$ cat src/design/fsp_pkg.sv
// Constants and types shared by the flash self-programming status and command block
package fsp_pkg;
  // Register word indices; byte address is four times the index
  localparam logic [15:0] IDX_CMD = 16'hFFA0;
  localparam logic [15:0] IDX_STATUS = 16'hFFA1;
  localparam logic [15:0] IDX_MODE = 16'hFFA2;
  localparam logic [15:0] IDX_UNLOCK = 16'hFFA3;
  localparam logic [15:0] IDX_PTR_H = 16'hFFA4;
  localparam logic [15:0] IDX_PTR_L = 16'hFFA5;
  localparam int ADR_W = 18;
  // Status flag positions
  localparam int BIT_PROT = 0;
  localparam int BIT_VERIFY = 1;
  localparam int BIT_AREA = 2;
  localparam int STATUS_W = 3;
  localparam int CMD_W = 3;
  // Values after reset; pointer contents are undefined, zero is used
  localparam logic [2:0] STATUS_RESET = 3'h0;
  localparam logic [2:0] CMD_RESET = 3'h0;
  localparam logic [7:0] PTR_RESET = 8'h00;
  // Unlock key for the guarded sequence
  localparam logic [7:0] UNLOCK_KEY = 8'hA5;
  // Command codes
  localparam logic [2:0] CMD_VERIFY = 3'h1;
  localparam logic [2:0] CMD_ERASE = 3'h3;
  localparam logic [2:0] CMD_BLANK = 3'h4;
  localparam logic [2:0] CMD_WRITE = 3'h5;

  typedef enum logic [1:0] {G_IDLE, G_UNLOCKED, G_FIRST, G_SECOND} fsp_guard_e;
  typedef enum logic [0:0] {S_IDLE, S_RUN} fsp_seq_e;

  typedef struct packed {
    fsp_guard_e state;
    logic [7:0] saved;
    logic mode_load;
    logic [7:0] mode_value;
    logic err;
  } fsp_guard_s;

  typedef struct packed {
    logic ack;
    logic [7:0] dat;
    logic [STATUS_W-1:0] status;
    logic [CMD_W-1:0] cmd;
    logic [7:0] ptr_h;
    logic [7:0] ptr_l;
    fsp_seq_e seq;
    logic start;
    logic exit;
  } fsp_top_s;
endpackage

$ cat src/design/fsp_guard.sv
// Guarded-sequence watcher for the protected mode-control register
`timescale 1ns/1ps
module fsp_guard (
  // Clock and reset
  input wire logic clock,
  input wire logic rst_n,
  // Peripheral store seen on the register bus
  input wire logic store,
  input wire logic [15:0] store_idx,
  input wire logic [7:0] store_data,
  // Results
  output logic mode_load,
  output logic [7:0] mode_value,
  output logic err
);
  fsp_pkg::fsp_guard_s r;
  fsp_pkg::fsp_guard_s n;
  logic is_mode;
  logic is_unlock;
  logic inv_ok;

  assign is_mode = (store_idx == fsp_pkg::IDX_MODE);
  assign is_unlock = (store_idx == fsp_pkg::IDX_UNLOCK);
  assign inv_ok = is_mode && (store_data == ~r.saved);

  always_comb begin
    n = r;
    n.mode_load = 1'b0;
    n.err = 1'b0;
    if (store) begin
      case (r.state)
        fsp_pkg::G_IDLE: begin
          if (is_unlock) begin
            if (store_data == fsp_pkg::UNLOCK_KEY) begin
              n.state = fsp_pkg::G_UNLOCKED;
            end else begin
              n.err = 1'b1;
            end
          end else if (is_mode) begin
            n.err = 1'b1;
          end
        end
        fsp_pkg::G_UNLOCKED: begin
          if (is_mode) begin
            n.saved = store_data;
            n.state = fsp_pkg::G_FIRST;
          end else begin
            n.err = 1'b1;
            n.state = fsp_pkg::G_IDLE;
          end
        end
        fsp_pkg::G_FIRST: begin
          n.state = inv_ok ? fsp_pkg::G_SECOND : fsp_pkg::G_IDLE;
          n.err = !inv_ok;
        end
        fsp_pkg::G_SECOND: begin
          n.state = fsp_pkg::G_IDLE;
          if (is_mode && store_data == r.saved) begin
            // Only this final store reaches the mode-control register
            n.mode_load = 1'b1;
            n.mode_value = store_data;
          end else begin
            n.err = 1'b1;
          end
        end
        default: n.state = fsp_pkg::G_IDLE;
      endcase
    end
  end

  always_ff @(posedge clock) begin
    if (!rst_n) begin
      r <= '0;
    end else begin
      r <= n;
    end
  end

  assign mode_load = r.mode_load;
  assign mode_value = r.mode_value;
  assign err = r.err;
endmodule

$ cat src/design/fsp_status_cmd.sv
// Flash self-programming status, command and address-pointer block with Wishbone slave
//
// Added by the designer: the Wishbone interface to the registers.
`timescale 1ns/1ps
module fsp_status_cmd (
  // Clock and reset
  input wire logic clock,
  input wire logic rst_n,
  // Wishbone classic slave
  input wire logic wb_cyc_i,
  input wire logic wb_stb_i,
  input wire logic wb_we_i,
  input wire logic [fsp_pkg::ADR_W-1:0] wb_adr_i,
  input wire logic [3:0] wb_sel_i,
  input wire logic [31:0] wb_dat_i,
  output logic [31:0] wb_dat_o,
  output logic wb_ack_o,
  // Mode-control register link
  output logic mode_ctrl_load,
  output logic [7:0] mode_ctrl_value,
  input wire logic self_prog_mode,
  input wire logic cpu_halt,
  output logic self_prog_exit,
  // Compare registers and protect decoder
  input wire logic [7:0] addr_compare_high,
  input wire logic [7:0] addr_compare_low,
  input wire logic block_protected,
  // Flash array sequencer
  output logic flash_start,
  output logic [2:0] flash_cmd,
  output logic [15:0] flash_addr,
  output logic flash_busy,
  input wire logic flash_step,
  input wire logic flash_done,
  input wire logic flash_verify_fail
);
  fsp_pkg::fsp_top_s r;
  fsp_pkg::fsp_top_s n;
  logic req;
  logic wr;
  logic [15:0] idx;
  logic [7:0] wdat;
  logic prot_set;
  logic cmd_valid;
  logic trigger;
  logic at_end;

  assign req = wb_cyc_i && wb_stb_i && !r.ack;
  assign wr = req && wb_we_i && wb_sel_i[0];
  assign idx = wb_adr_i[fsp_pkg::ADR_W-1:2];
  assign wdat = wb_dat_i[7:0];
  assign cmd_valid = (r.cmd == fsp_pkg::CMD_VERIFY) || (r.cmd == fsp_pkg::CMD_ERASE) ||
                     (r.cmd == fsp_pkg::CMD_BLANK) || (r.cmd == fsp_pkg::CMD_WRITE);
  // Exit pulse masks the trigger while the mode bit is still being cleared outside
  assign trigger = (r.seq == fsp_pkg::S_IDLE) && self_prog_mode && cpu_halt && !r.exit;
  assign at_end = ({r.ptr_h, r.ptr_l} == {addr_compare_high, addr_compare_low});

  fsp_guard u_guard (
    .clock(clock),
    .rst_n(rst_n),
    .store(wr),
    .store_idx(idx),
    .store_data(wdat),
    .mode_load(mode_ctrl_load),
    .mode_value(mode_ctrl_value),
    .err(prot_set)
  );

  always_comb begin
    logic [fsp_pkg::STATUS_W-1:0] stat;
    logic [fsp_pkg::STATUS_W-1:0] set_vec;
    stat = r.status;
    set_vec = '0;
    n = r;
    n.ack = req;
    n.start = 1'b0;
    n.exit = 1'b0;
    set_vec[fsp_pkg::BIT_PROT] = prot_set;
    // Command sequencer
    case (r.seq)
      fsp_pkg::S_IDLE: begin
        if (trigger) begin
          if (!cmd_valid) begin
            n.exit = 1'b1;
          end else if (block_protected && r.cmd != fsp_pkg::CMD_BLANK) begin
            set_vec[fsp_pkg::BIT_AREA] = 1'b1;
            n.exit = 1'b1;
          end else begin
            n.start = 1'b1;
            n.seq = fsp_pkg::S_RUN;
          end
        end
      end
      fsp_pkg::S_RUN: begin
        if (flash_step && !at_end) begin
          {n.ptr_h, n.ptr_l} = {r.ptr_h, r.ptr_l} + 16'h0001;
        end
        if (flash_done) begin
          set_vec[fsp_pkg::BIT_VERIFY] = flash_verify_fail;
          n.exit = 1'b1;
          n.seq = fsp_pkg::S_IDLE;
        end
      end
      default: n.seq = fsp_pkg::S_IDLE;
    endcase
    // Register writes; a later software write to a pointer overrides the count
    if (wr) begin
      case (idx)
        fsp_pkg::IDX_STATUS: stat = stat & wdat[fsp_pkg::STATUS_W-1:0];
        fsp_pkg::IDX_CMD: n.cmd = wdat[fsp_pkg::CMD_W-1:0];
        fsp_pkg::IDX_PTR_H: n.ptr_h = wdat;
        fsp_pkg::IDX_PTR_L: n.ptr_l = wdat;
        default: n.cmd = n.cmd;
      endcase
    end
    // Hardware set wins over a clear in the same cycle
    n.status = stat | set_vec;
    // Read mux; unmapped, mode and unlock indices read zero
    n.dat = 8'h00;
    if (req && !wb_we_i) begin
      case (idx)
        fsp_pkg::IDX_STATUS: n.dat = {5'h00, r.status};
        fsp_pkg::IDX_CMD: n.dat = {5'h00, r.cmd};
        fsp_pkg::IDX_PTR_H: n.dat = r.ptr_h;
        fsp_pkg::IDX_PTR_L: n.dat = r.ptr_l;
        default: n.dat = 8'h00;
      endcase
    end
  end

  always_ff @(posedge clock) begin
    if (!rst_n) begin
      r <= '0;
      r.status <= fsp_pkg::STATUS_RESET;
      r.cmd <= fsp_pkg::CMD_RESET;
      r.ptr_h <= fsp_pkg::PTR_RESET;
      r.ptr_l <= fsp_pkg::PTR_RESET;
    end else begin
      r <= n;
    end
  end

  assign wb_ack_o = r.ack;
  assign wb_dat_o = {24'h000000, r.dat};
  assign self_prog_exit = r.exit;
  assign flash_start = r.start;
  assign flash_cmd = r.cmd;
  assign flash_addr = {r.ptr_h, r.ptr_l};
  assign flash_busy = (r.seq == fsp_pkg::S_RUN);
endmodule

$ cat config.mk
export PLATFORM = sky130hd
export DESIGN_NAME = fsp_status_cmd
export DESIGN_NICKNAME = d
export VERILOG_FILES = /design/src/design/fsp_pkg.sv /design/src/design/fsp_guard.sv /design/src/design/fsp_status_cmd.sv
export SDC_FILE = /design/constraint.sdc
export NUM_CORES = 1
export LEC_CHECK = 0
export ABC_CLOCK_PERIOD_IN_PS = 2410
export BUFFER_PORTS_ARGS = -buffer_cell sky130_fd_sc_hd__buf_2
export CAP_MARGIN = 40
export CORE_MARGIN = 3
export CORE_UTILIZATION = 50
export CTS_BUF_LIST = sky130_fd_sc_hd__clkbuf_8
export DETAILED_ROUTE_END_ITERATION = 16
export PLACE_DENSITY = 0.9
export REMOVE_ABC_BUFFERS = 1
export SLEW_MARGIN = 20
export SYNTH_ARGS = -nofsm -noshare
export SYNTH_HDL_FRONTEND = slang
export SYNTH_HIERARCHICAL = 1
export SYNTH_SLANG_ARGS = --single-unit
$ cat constraint.sdc
create_clock -name clock -period 2.41 [get_ports clock]
set_input_delay 0.482 -clock clock [delete_from_list [all_inputs] [get_ports clock]]
set_output_delay 0.482 -clock clock [all_outputs]
set_load 0.1 [all_outputs]
# Yosys cells after proc, flatten, opt, wreduce, memory -nomap -nowiden
# Cells that the tools add are included.
# W data, S select, Z words.
dict set report word_totals {
  ff_bits 54
  output_inout_bits 64
}
dict set report classes {
  bitwise 7
  n_reduce_logical 29
  addsub 1
  n_eq_ne 20
  n_mux 34
}
# op n
set op_table {}
lappend op_table {{$eq A16 B16 Y1 const B} 6}
lappend op_table {{$mux W16} 3}
lappend op_table {{$pmux W8 S4} 1}
lappend op_table {{$add A16 B1 Y16 const B} 1}
lappend op_table {{$eq A16 B16 Y1} 1}
lappend op_table {{$eq A8 B8 Y1} 2}
lappend op_table {{$mux W8} 2}
lappend op_table {{$mux W1} 14}
lappend op_table {{$logic_and A1 B1 Y1} 12}
lappend op_table {{$mux W2} 6}
lappend op_table {{$reduce_and A3 Y1} 4}
lappend op_table {{$mux W3} 3}
lappend op_table {{$mux W9} 1}
lappend op_table {{$eq A8 B8 Y1 const B} 1}
lappend op_table {{$not A8 Y8} 1}
lappend op_table {{$pmux W2 S4} 1}
lappend op_table {{$eq A3 B3 Y1 const B} 2}
lappend op_table {{$reduce_and A2 Y1} 3}
lappend op_table {{$logic_not A1 Y1} 5}
lappend op_table {{$eq A2 B2 Y1 const B} 2}
lappend op_table {{$ne A2 B1 Y1 const B} 2}
lappend op_table {{$not A1 Y1} 4}
lappend op_table {{$pmux W1 S2} 2}
lappend op_table {{$pmux W1 S4} 1}
lappend op_table {{other kinds (9)} 11}

# Depth between registers and ports, before layout
# Gate-level depths: netlist (run 1).
dict set report depth {
  depth_word 8
  depth_mapped 8
}

# By module
# Netlist (run 1), hierarchy kept.
# module n_inst seq_area_each_um2 area_each_um2 cells_per_inst
set modules_own_cells {}
lappend modules_own_cells {fsp_status_cmd 1 680.7 2265.9 256}
lappend modules_own_cells {fsp_guard 1 400.4 1122.3 125}

# Least setup slack after synthesis (run 1)
# OpenSTA, ideal clock, no wires.
dict set report synth_timing {
  path_kind {reg2reg}
  startpoint {register r, in the netlist flash_busy}
  endpoint {register r, in the netlist flash_addr[8]}
  n_path_buf 0
  stages_incl_launch_ff 6
  t_arrival_ns 2.207
  setup_slack_ns 0.081
  setup_ns 0.122
  cell_sequence {dfxtp_1 -> nand2_1 -> or3_1 -> nor3b_1 -> xnor2_1 -> a21oi_1}
}
dict set report synth_between {
  elab_chain_len 3
}
# element line
set synth_rtl {}
lappend synth_rtl {{start: declaration} fsp_status_cmd.sv:37} ;# fsp_pkg::fsp_top_s r;
lappend synth_rtl {{start signal: assignment} fsp_status_cmd.sv:139} ;# r <= n;
lappend synth_rtl {{$mux W16 (*)} fsp_status_cmd.sv:80} ;# case (r.seq)
lappend synth_rtl {{$mux W8} fsp_status_cmd.sv:108} ;# case (idx)
lappend synth_rtl {{$mux W16 (*)} fsp_status_cmd.sv:107} ;# if (wr) begin
# Every way passes the cells marked *; elsewhere a longest branch is shown, timed or not.
# A chain may end at the register's enable or synchronous reset.

# Worst setup path after layout (run 1)
dict set report layout_timing {
  startpoint {register r, in the netlist flash_addr[0]}
  endpoint {register r, in the netlist flash_addr[6]}
}
dict set report layout_between {
  elab_chain_len 7
  elab_cells_between_ends 8
  cone_classes {add/sub: 1; eq/ne: 1; mux: 4; reduce/logical: 2}
}
# element line
set layout_rtl {}
lappend layout_rtl {{parallel branches: the longest is 3 deep, another holds $add A16 B1 Y16} -}
lappend layout_rtl {{$mux W16 (*)} fsp_status_cmd.sv:95} ;# if (flash_step && !at_end) begin
lappend layout_rtl {{$mux W16 (*)} fsp_status_cmd.sv:80}
lappend layout_rtl {{$mux W8} fsp_status_cmd.sv:108}
lappend layout_rtl {{$mux W16 (*)} fsp_status_cmd.sv:107}
# Every way passes the cells marked *.

==> impl_results.md, run 1 <==
- Status: completed
- Total GRT Usage: 0.209
- Placed cell count: roughly 510
- Routed Antenna Nets: 0
- Crit start category: flip-flop
- Design Area, Final: 0.00371 mm^2
- Hold Path Origin: flash_done
- Bufs and invs on worst path: 1
- CP dominant cell by count: xnor2_1
- Yosys cell types: between 50 and 60
- Die span in y: between 80 and 90 um
- Tmin final: between 2000 and 2500 ps
- Setup Buffers After CTS: 0
- Clock transition at path regs: roughly 100 ps
- Sum Neg Setup Slack: 0 ps
- CTS tree: done
- H-tree depth: 2
- Antenna cell count: 0
- Cells on worst reg2reg path: 7
- Final Setup Violations: 0
- Area growth syn-to-layout: 9.60%
- Die X: 88.3 um
- Leak: roughly 1.6 nW
- Layout cells sized above 1: 0.289
- Top Family by Delay on Critical Path: simple AND/OR/NAND/NOR gates
- DP Area: ~0.0036 mm^2
- DPL Wire Length: 6170 um
- Crit. End Element: flip-flop
- Max clock buf depth: 2
- R2R Path End: flash_addr[6]
- Cells after synthesis: around 380
- Root Buffer: clkbuf_8
- Critical path class: flip-flop to flip-flop
- Synthesized cell area: about 0.0034 mm^2
- Fmax: 0.494 GHz
- # clock sinks: 54
- Detailed-route via count: roughly 2900
- Hold path cells: 2
- Largest net degree at the start of global routing: 22
- RR Startpoint: flash_addr[0]
- DRT iter0 DRCs: approximately 140
- Initial Utilization: 0.525
- Antenna violations before repair: 0
- FFs w/ async S/R, synth: 0
- CP max FO: 11
- Seq cells post-synth: 54
- Die area: around 0.0078 mm^2
- Total CTS buffers: 5
- Crit-path cells: xnor2_1 -> nand4_1 -> nor4_4 -> buf_4 -> nor4_1 -> xnor2_1 -> a21oi_1
- Post-cts resize count: 0
- Final net count: roughly 520
- Syn Area/Cell: ~9 um^2
- Buffers on Ports: between 90 and 100
- Via density: between 5 and 6
- GRT overflow: 0
- Number of remaining DRC errors: 0
- Fin crit share: 0.839
- Most used flip-flop cell after synthesis: dfxtp_1
- Endpoints failing hold: 0
- Slew @ Worst Pin: ~700 ps
- Hold_buf cts: 0
- RSZ-0062 raised after global routing: no
- Arrival time worst endpoint: around 2200 ps
- Final Max Tran Viols: 0
- Rel. slew slack: 0.523
- CORE AREA: between 0.006 and 0.007 mm^2
- Flop-to-flop setup slack: 390 ps
- DR pass1 iterations: 4
- Power Density: roughly 530 mW/mm^2
- Wire per inst: around 16 um
- Hold Path Sink: flash_busy
- Largest stage delay, worst path: 530 ps
- Row cnt: 29
- Finished Layout Cells: a little over 500
- Fin Clk Skew: between 6 and 7 ps
- Most frequent cells in the layout: buf_2, dfxtp_1, xnor2_1
- Pwr Total: 1.95 mW
- Post-synth EDFFs: 0
- Maxcap violations: 0
- Critical path's slowest cell: dfxtp_1
- CP Data Required Time: 2610 ps
- Syn. warnings: 6
- Global-route wire length before repair: 12900 um
- Most common cell after layout, fill and taps aside: buf_2
- Total I/O pin count: roughly 150
- Min-delay worst type: input port to flip-flop
- WL final: about 8000 um
- Seq/Total Area, Yosys: 0.319
- Number of global-route vias before repair: roughly 2700
- Worst-Skew Late Latency: 300 ps
- Routability Congestion: between 0.8 and 0.9
- VDD IR max: roughly 0.37 mV
==> layer usage <==
layer / track usage / vias to the layer above / share of wire
li1: - / 1383 / -
met1: 0.255 / 1372 / 0.40
met2: 0.379 / 140 / 0.51
met3: 0.0447 / 2 / 0.090
met4: 0.0412 / 0 / 0.0025
met5: 0 / - / 0
==> power breakdown <==
part	switching, mW	total [mW]	internal [mW]
clock network	0.299	0.743	0.443
logic	0.254	0.317	0.0634
registers	0.00137	0.894	0.893
total	0.554	1.95	1.40
==> cells in the mapped netlist, drive strengths merged, types with 2 or more instances <==
library cell	n	area, um^2
and4	2	18.8
mux4	3	67.6
inv	4	15.0
buf	69	508
a21oi	27	135
nor3b	5	37.5
a211oi	2	15.0
clkbuf	3	13.8
xor2	8	70.1
o21ai	28	140
or2	3	18.8
and3	8	50.1
dfxtp	54	1080
mux2i	17	170
nor2	24	90.1
or3	2	13.8
and4bb	3	41.3
nand2b	2	12.5
nand4b	6	67.6
nand2	12	45.0
nand3	18	90.1
nor4	8	86.3
nand4	13	111
nor3	12	82.6
xnor2	30	263
==> stage by stage <==
step / util / setup slack (ps) / hold slack, ps
5_1_grt: 0.575 / 277 / 365
3_5_place_dp: 0.553 / 279 / 431
4_1_cts: 0.575 / 405 / 374
6_report: 0.575 / 387 / 383
2_1_floorplan: - / -227 / 411
3_3_place_gp: 0.553 / 318 / 414
==> registers in the layout, summed over array words and instances (netlist names) <==
| name | count |
|---|---|
| flash_addr | 16 |
| u_guard/r | 10 |
| u_guard/mode_value | 8 |
| wb_dat_o | 8 |
| flash_cmd | 3 |
| r | 3 |
| flash_busy | 1 |
| flash_start | 1 |
| self_prog_exit | 1 |
| u_guard/err | 1 |
| u_guard/mode_load | 1 |
| wb_ack_o | 1 |
==> worst max-delay path by stage <==
stage,from,to,slack (ps),cells past startpoint
floorplan,flash_addr[8],flash_addr[0],-230,6
global placement,wb_adr_i[5],flash_addr[11],320,8
detailed placement,wb_adr_i[5],flash_addr[11],280,8
CTS,flash_addr[0],flash_addr[10],400,7
global route,flash_addr[0],flash_addr[6],280,7
finish,flash_addr[0],flash_addr[6],390,7
==> logic make-up (layout without fill, tap and decap cells) <==
group                      after synthesis  in the layout  synth area share
AOI/OAI and AO/OA                       64             64             0.102
xor gates and xnor gates                38             38            0.0982
adders and majority gates                1              1           0.00369
buffers and inverters                   78            114             0.162
DFF                                     54             54             0.319
muxes                                   20             20            0.0702
other                                    1             24           0.00111
and+or+nand+nor                        125            125             0.244
==> cell type report <==
| cell class | instances | area [um^2] |
|---|---|---|
| clock buffers | 6 | 82.6 |
| fillers | 585 | 2750 |
| clock inverters | 2 | 60.1 |
| multi-input cells | 272 | 1840 |
| inverters | 5 | 18.8 |
| flip-flops and latches | 54 | 1080 |
| well taps | 77 | 96.3 |
| repair buffers | 101 | 531 |
Note: power is estimated with default switching activity, not from simulation.
==> inputs of run 2 (changes only) <==
--- a/config.mk
+++ b/config.mk
@@ -5,11 +5,12 @@
 export SDC_FILE = /design/constraint.sdc
 export NUM_CORES = 1
 export LEC_CHECK = 0
-export ABC_CLOCK_PERIOD_IN_PS = 2410
+export ABC_AREA = 1
+export ABC_CLOCK_PERIOD_IN_PS = 2100
 export BUFFER_PORTS_ARGS = -buffer_cell sky130_fd_sc_hd__buf_2
 export CAP_MARGIN = 40
 export CORE_MARGIN = 3
-export CORE_UTILIZATION = 50
+export CORE_UTILIZATION = 52
 export CTS_BUF_LIST = sky130_fd_sc_hd__clkbuf_8
 export DETAILED_ROUTE_END_ITERATION = 16
 export PLACE_DENSITY = 0.9
==> constraint.sdc (replaced) <==
create_clock -name clock -period 2.1 [get_ports clock]
set_input_delay 0.42 -clock clock [delete_from_list [all_inputs] [get_ports clock]]
set_output_delay 0.42 -clock clock [all_outputs]
set_load 0.1 [all_outputs]
==> run 2 against run 1 <==
Design area grew 17%. First-iteration DRC count increased by 140%. Clock skew is essentially flat. Synthesized area grew 21%. Sequential cell count is the same. Hold slack worse by 62 ps. Final cell count rose by 61%. Sequential power is 15% higher. Largest power group unchanged.
==> impl_results.md, run 2 <==
- Area growth syn-to-layout: 5.84%
- Post-cts resize count: 0 (unchanged)
- Yosys cell types: 39 (-33%)
- Top cells by area, synth: dfxtp_1, nand2_1, buf_4
- Fin Clk Skew: 7.15 ps (+0.457 ps)
- Comb pwr share: 0.199 (+0.037)
- Die span in y: 95.0 um (+7.5%)
- Critical path's slowest cell: dfxtp_1
- Wire per inst: 11.9 um (-24%)
- Global-route wire length before repair: 15900 um (+23%)
- CP max FO: 30 (+19)
- Setup Buffers After CTS: 0 (unchanged)
- Number of remaining DRC errors: 0 (unchanged)
- Buffers on Ports: 91 (unchanged)
- Sum Neg Setup Slack: 0 ps (unchanged)
- Post-synthesis xor/xnor area fraction: 0 (-0.0982)
- Pwr Total: 2.00 mW (+2.4%)
- Die X: 95.0 um (+7.5%)
- Critical path class: flip-flop to flip-flop
- Max FFs per register: 16 (unchanged)
- CP dominant cell by count: nand2_1
- Routed Antenna Nets: 0 (unchanged)
- Largest family of logic cells by synthesized area: simple AND/OR/NAND/NOR gates
- Cells after synthesis: 675 (+77%)
- Fill cells: 704 (+20%)
- CORE AREA: 0.00745 mm^2 (+15%)
- Clock transition at path regs: 100 ps (about the same)
- Reg power frac: 0.512 (+0.054)
- Leak: 2.33 nW (+50%)
- Worst-Skew Late Latency: 300 ps (about the same)
- Power Density: 459 mW/mm^2 (-13%)
- Arrival time worst endpoint: 2180 ps (-40 ps)
- Fmax: 0.522 GHz (+5.7%)
- Post-synthesis adder-cell area fraction: 0.00304 (-0.000652)
- Final Max Tran Viols: 0 (unchanged)
- Total CTS buffers: 5 (unchanged)
- Antenna cell count: 0 (unchanged)
- Detailed-route via count: 4255 (+47%)
- Net Sw Frac: 0.335 (+0.0514)
- Largest stage delay, worst path: 530 ps (about the same)
- Row cnt: 31 (+6.9%)
- Flop-to-flop setup slack: 190 ps (-200 ps)
- Final Setup Violations: 0 (unchanged)
- Most used flip-flop cell after synthesis: dfxtp_1
- CTS tree: done
- Max clock buf depth: 2 (unchanged)
- Status: completed
- Fin crit share: 0.912 (+0.0723)
- Hold_buf cts: 0 (unchanged)
- Routability Congestion: 0.949 (+12%)
- DRT iter0 DRCs: 332 (+140%)
- Via density: 5.12 (-8.6%)
- Mux cell area share after synthesis: 0 (-0.0702)
- Endpoints failing hold: 0 (unchanged)
- Synth Area in Simple Gates: 0.396 (+0.152)
- Rel. slew slack: 0.650 (+0.126)
- DPL Wire Length: 7770 um (+26%)
- Tmin final: 1910 ps (-108 ps)
- Crit start category: flip-flop
- Largest net degree at the start of global routing: 37 (+68%)
- WL final: 9870 um (+22%)
- Most common cell in the netlist: nand2_1
- Clk pwr share: 0.289 (-0.091)
- Seq/Total Area, Yosys: 0.263 (-0.0564)
- VDD IR max: 0.287 mV (-22%)
- Setup slack after layout: 186 ps (-202 ps)
- Total I/O pin count: 145 (unchanged)
- Net switching power figure: 0.671 mW (+21%)
- DR pass1 iterations: 5 (+1)
- Commonest cells post-synth: nand2_1, inv_1, nor2_1, buf_4, dfxtp_1
- Synthesized cell area: 0.00412 mm^2 (+21%)
- Layout cells sized above 1: 0.201 (-0.0878)
- Min-delay worst type: input port to flip-flop
- Die area: 0.00902 mm^2 (+16%)
- FFs w/ async S/R, synth: 0 (unchanged)
- GRT overflow: 0 (unchanged)
- Number of global-route vias before repair: 3718 (+36%)
- Root Buffer: clkbuf_8
- Syn Area/Cell: 6.10 um^2 (-31%)
- Yosys top cell area share: 0.263 (-0.0564)
- Most area-hungry cell type in the Yosys netlist: dfxtp_1
- Crit-path cells: inv_2 -> nand2_1 -> nand2_1 -> nor2_1 -> nand2_1 -> nor2_1 -> nand2_2 -> nand3_1 -> nand2_1 -> nand3_1 -> nand2_1 -> inv_1
- H-tree depth: 2 (unchanged)
- Antenna violations before repair: 0 (unchanged)
- Int Power: 1.33 mW (-4.9%)
- # clock sinks: 54 (unchanged)
- RSZ-0062 raised after global routing: no
- Pre-CTS setup slack: 217 ps (-62.3 ps)
- Syn. warnings: 6 (unchanged)
- Slew @ Worst Pin: 524 ps (-185 ps)
- Crit. End Element: flip-flop
- Maxcap violations: 0 (unchanged)
- Total GRT Usage: 0.216 (+0.00673)
- Most frequent cells in the layout: nand2_1, inv_1, buf_2
- Most common cell after layout, fill and taps aside: nand2_1
- Synth Area in Compound Gates: 0.0888 (-0.0131)
- Final net count: 814 (+56%)
- Post-synth EDFFs: 0 (unchanged)
- CP Data Required Time: 2360 ps (-250 ps)
- Seq cells post-synth: 54 (unchanged)
- Initial Utilization: 0.553 (+0.0280)
[run 2: cell count changes after synthesis, sizes merged, moves of 10 or more]
cell,before,now
a21oi,27,17
inv,4,125
mux2i,17,0
nand2,12,192
nand3,18,52
nor2,24,76
o22ai,0,11
xnor2,30,0
[run 2: path summary, 6_finish.rpt]
path,startpoint,to,depth (start not counted)
worst min register to register,u_guard/err,r[22],2
worst min-delay path,flash_done,flash_busy,2
worst max-delay path,flash_addr[6],flash_addr[6],12
worst max register to register,flash_addr[6],flash_addr[6],12
[run 2: power by group through the flow]
stage | Combinational [mW] | Clock, mW | Sequential [mW]
final | 0.398 | 0.578 | 1.03
after global routing | 0.428 | 0.631 | 1.03
after CTS | 0.395 | 0.596 | 1.03
after detailed placement | 0.394 | 0 | 1.05
after global placement | 0.386 | 0 | 1.05
after floorplan | 0.277 | 0 | 1.06
[run 2: cells by family after synthesis]
logic type | after synthesis
simple gates | 359
buf+inv | 195
compound gates | 65
flops | 54
fa+ha+maj | 1
other cells | 1
[run 2: layer usage]
metal  GRT usage  up-vias  part of all wire
met2       0.388      201              0.50
li1            -     2124                 -
met5           0        -                 0
met1       0.262     1909              0.40
met4      0.0673        0             0.019
met3      0.0343       21             0.082
[run 2: final cells by class]
class	instances	area, um^2	share of cell area
well taps	99	124	0.0284
clock inverters	2	13.8	0.00316
inverters	125	469	0.108
flip-flops and latches	54	1080	0.248
repair buffers	97	500	0.115
multi-input cells	449	2100	0.482
clock buffers	5	68.8	0.0158
[run 2: critical path, delay by kind of cell (launching register included)]
family	cells	cell delay, ps
buffers and inverters	2	150
DFF	1	530
and+or+nand+nor	10	1200
[run 2: through the flow]
stage | cells | instance area, um^2 | utilization | hold slack, ps
4_1_cts | 831 | 4360 | 0.585 | 315
2_1_floorplan | 628 | 3650 | - | 415
3_3_place_gp | 824 | 4270 | 0.574 | 424
5_1_grt | 831 | 4360 | 0.585 | 319
6_report | 831 | 4360 | 0.585 | 321
3_5_place_dp | 824 | 4270 | 0.574 | 441
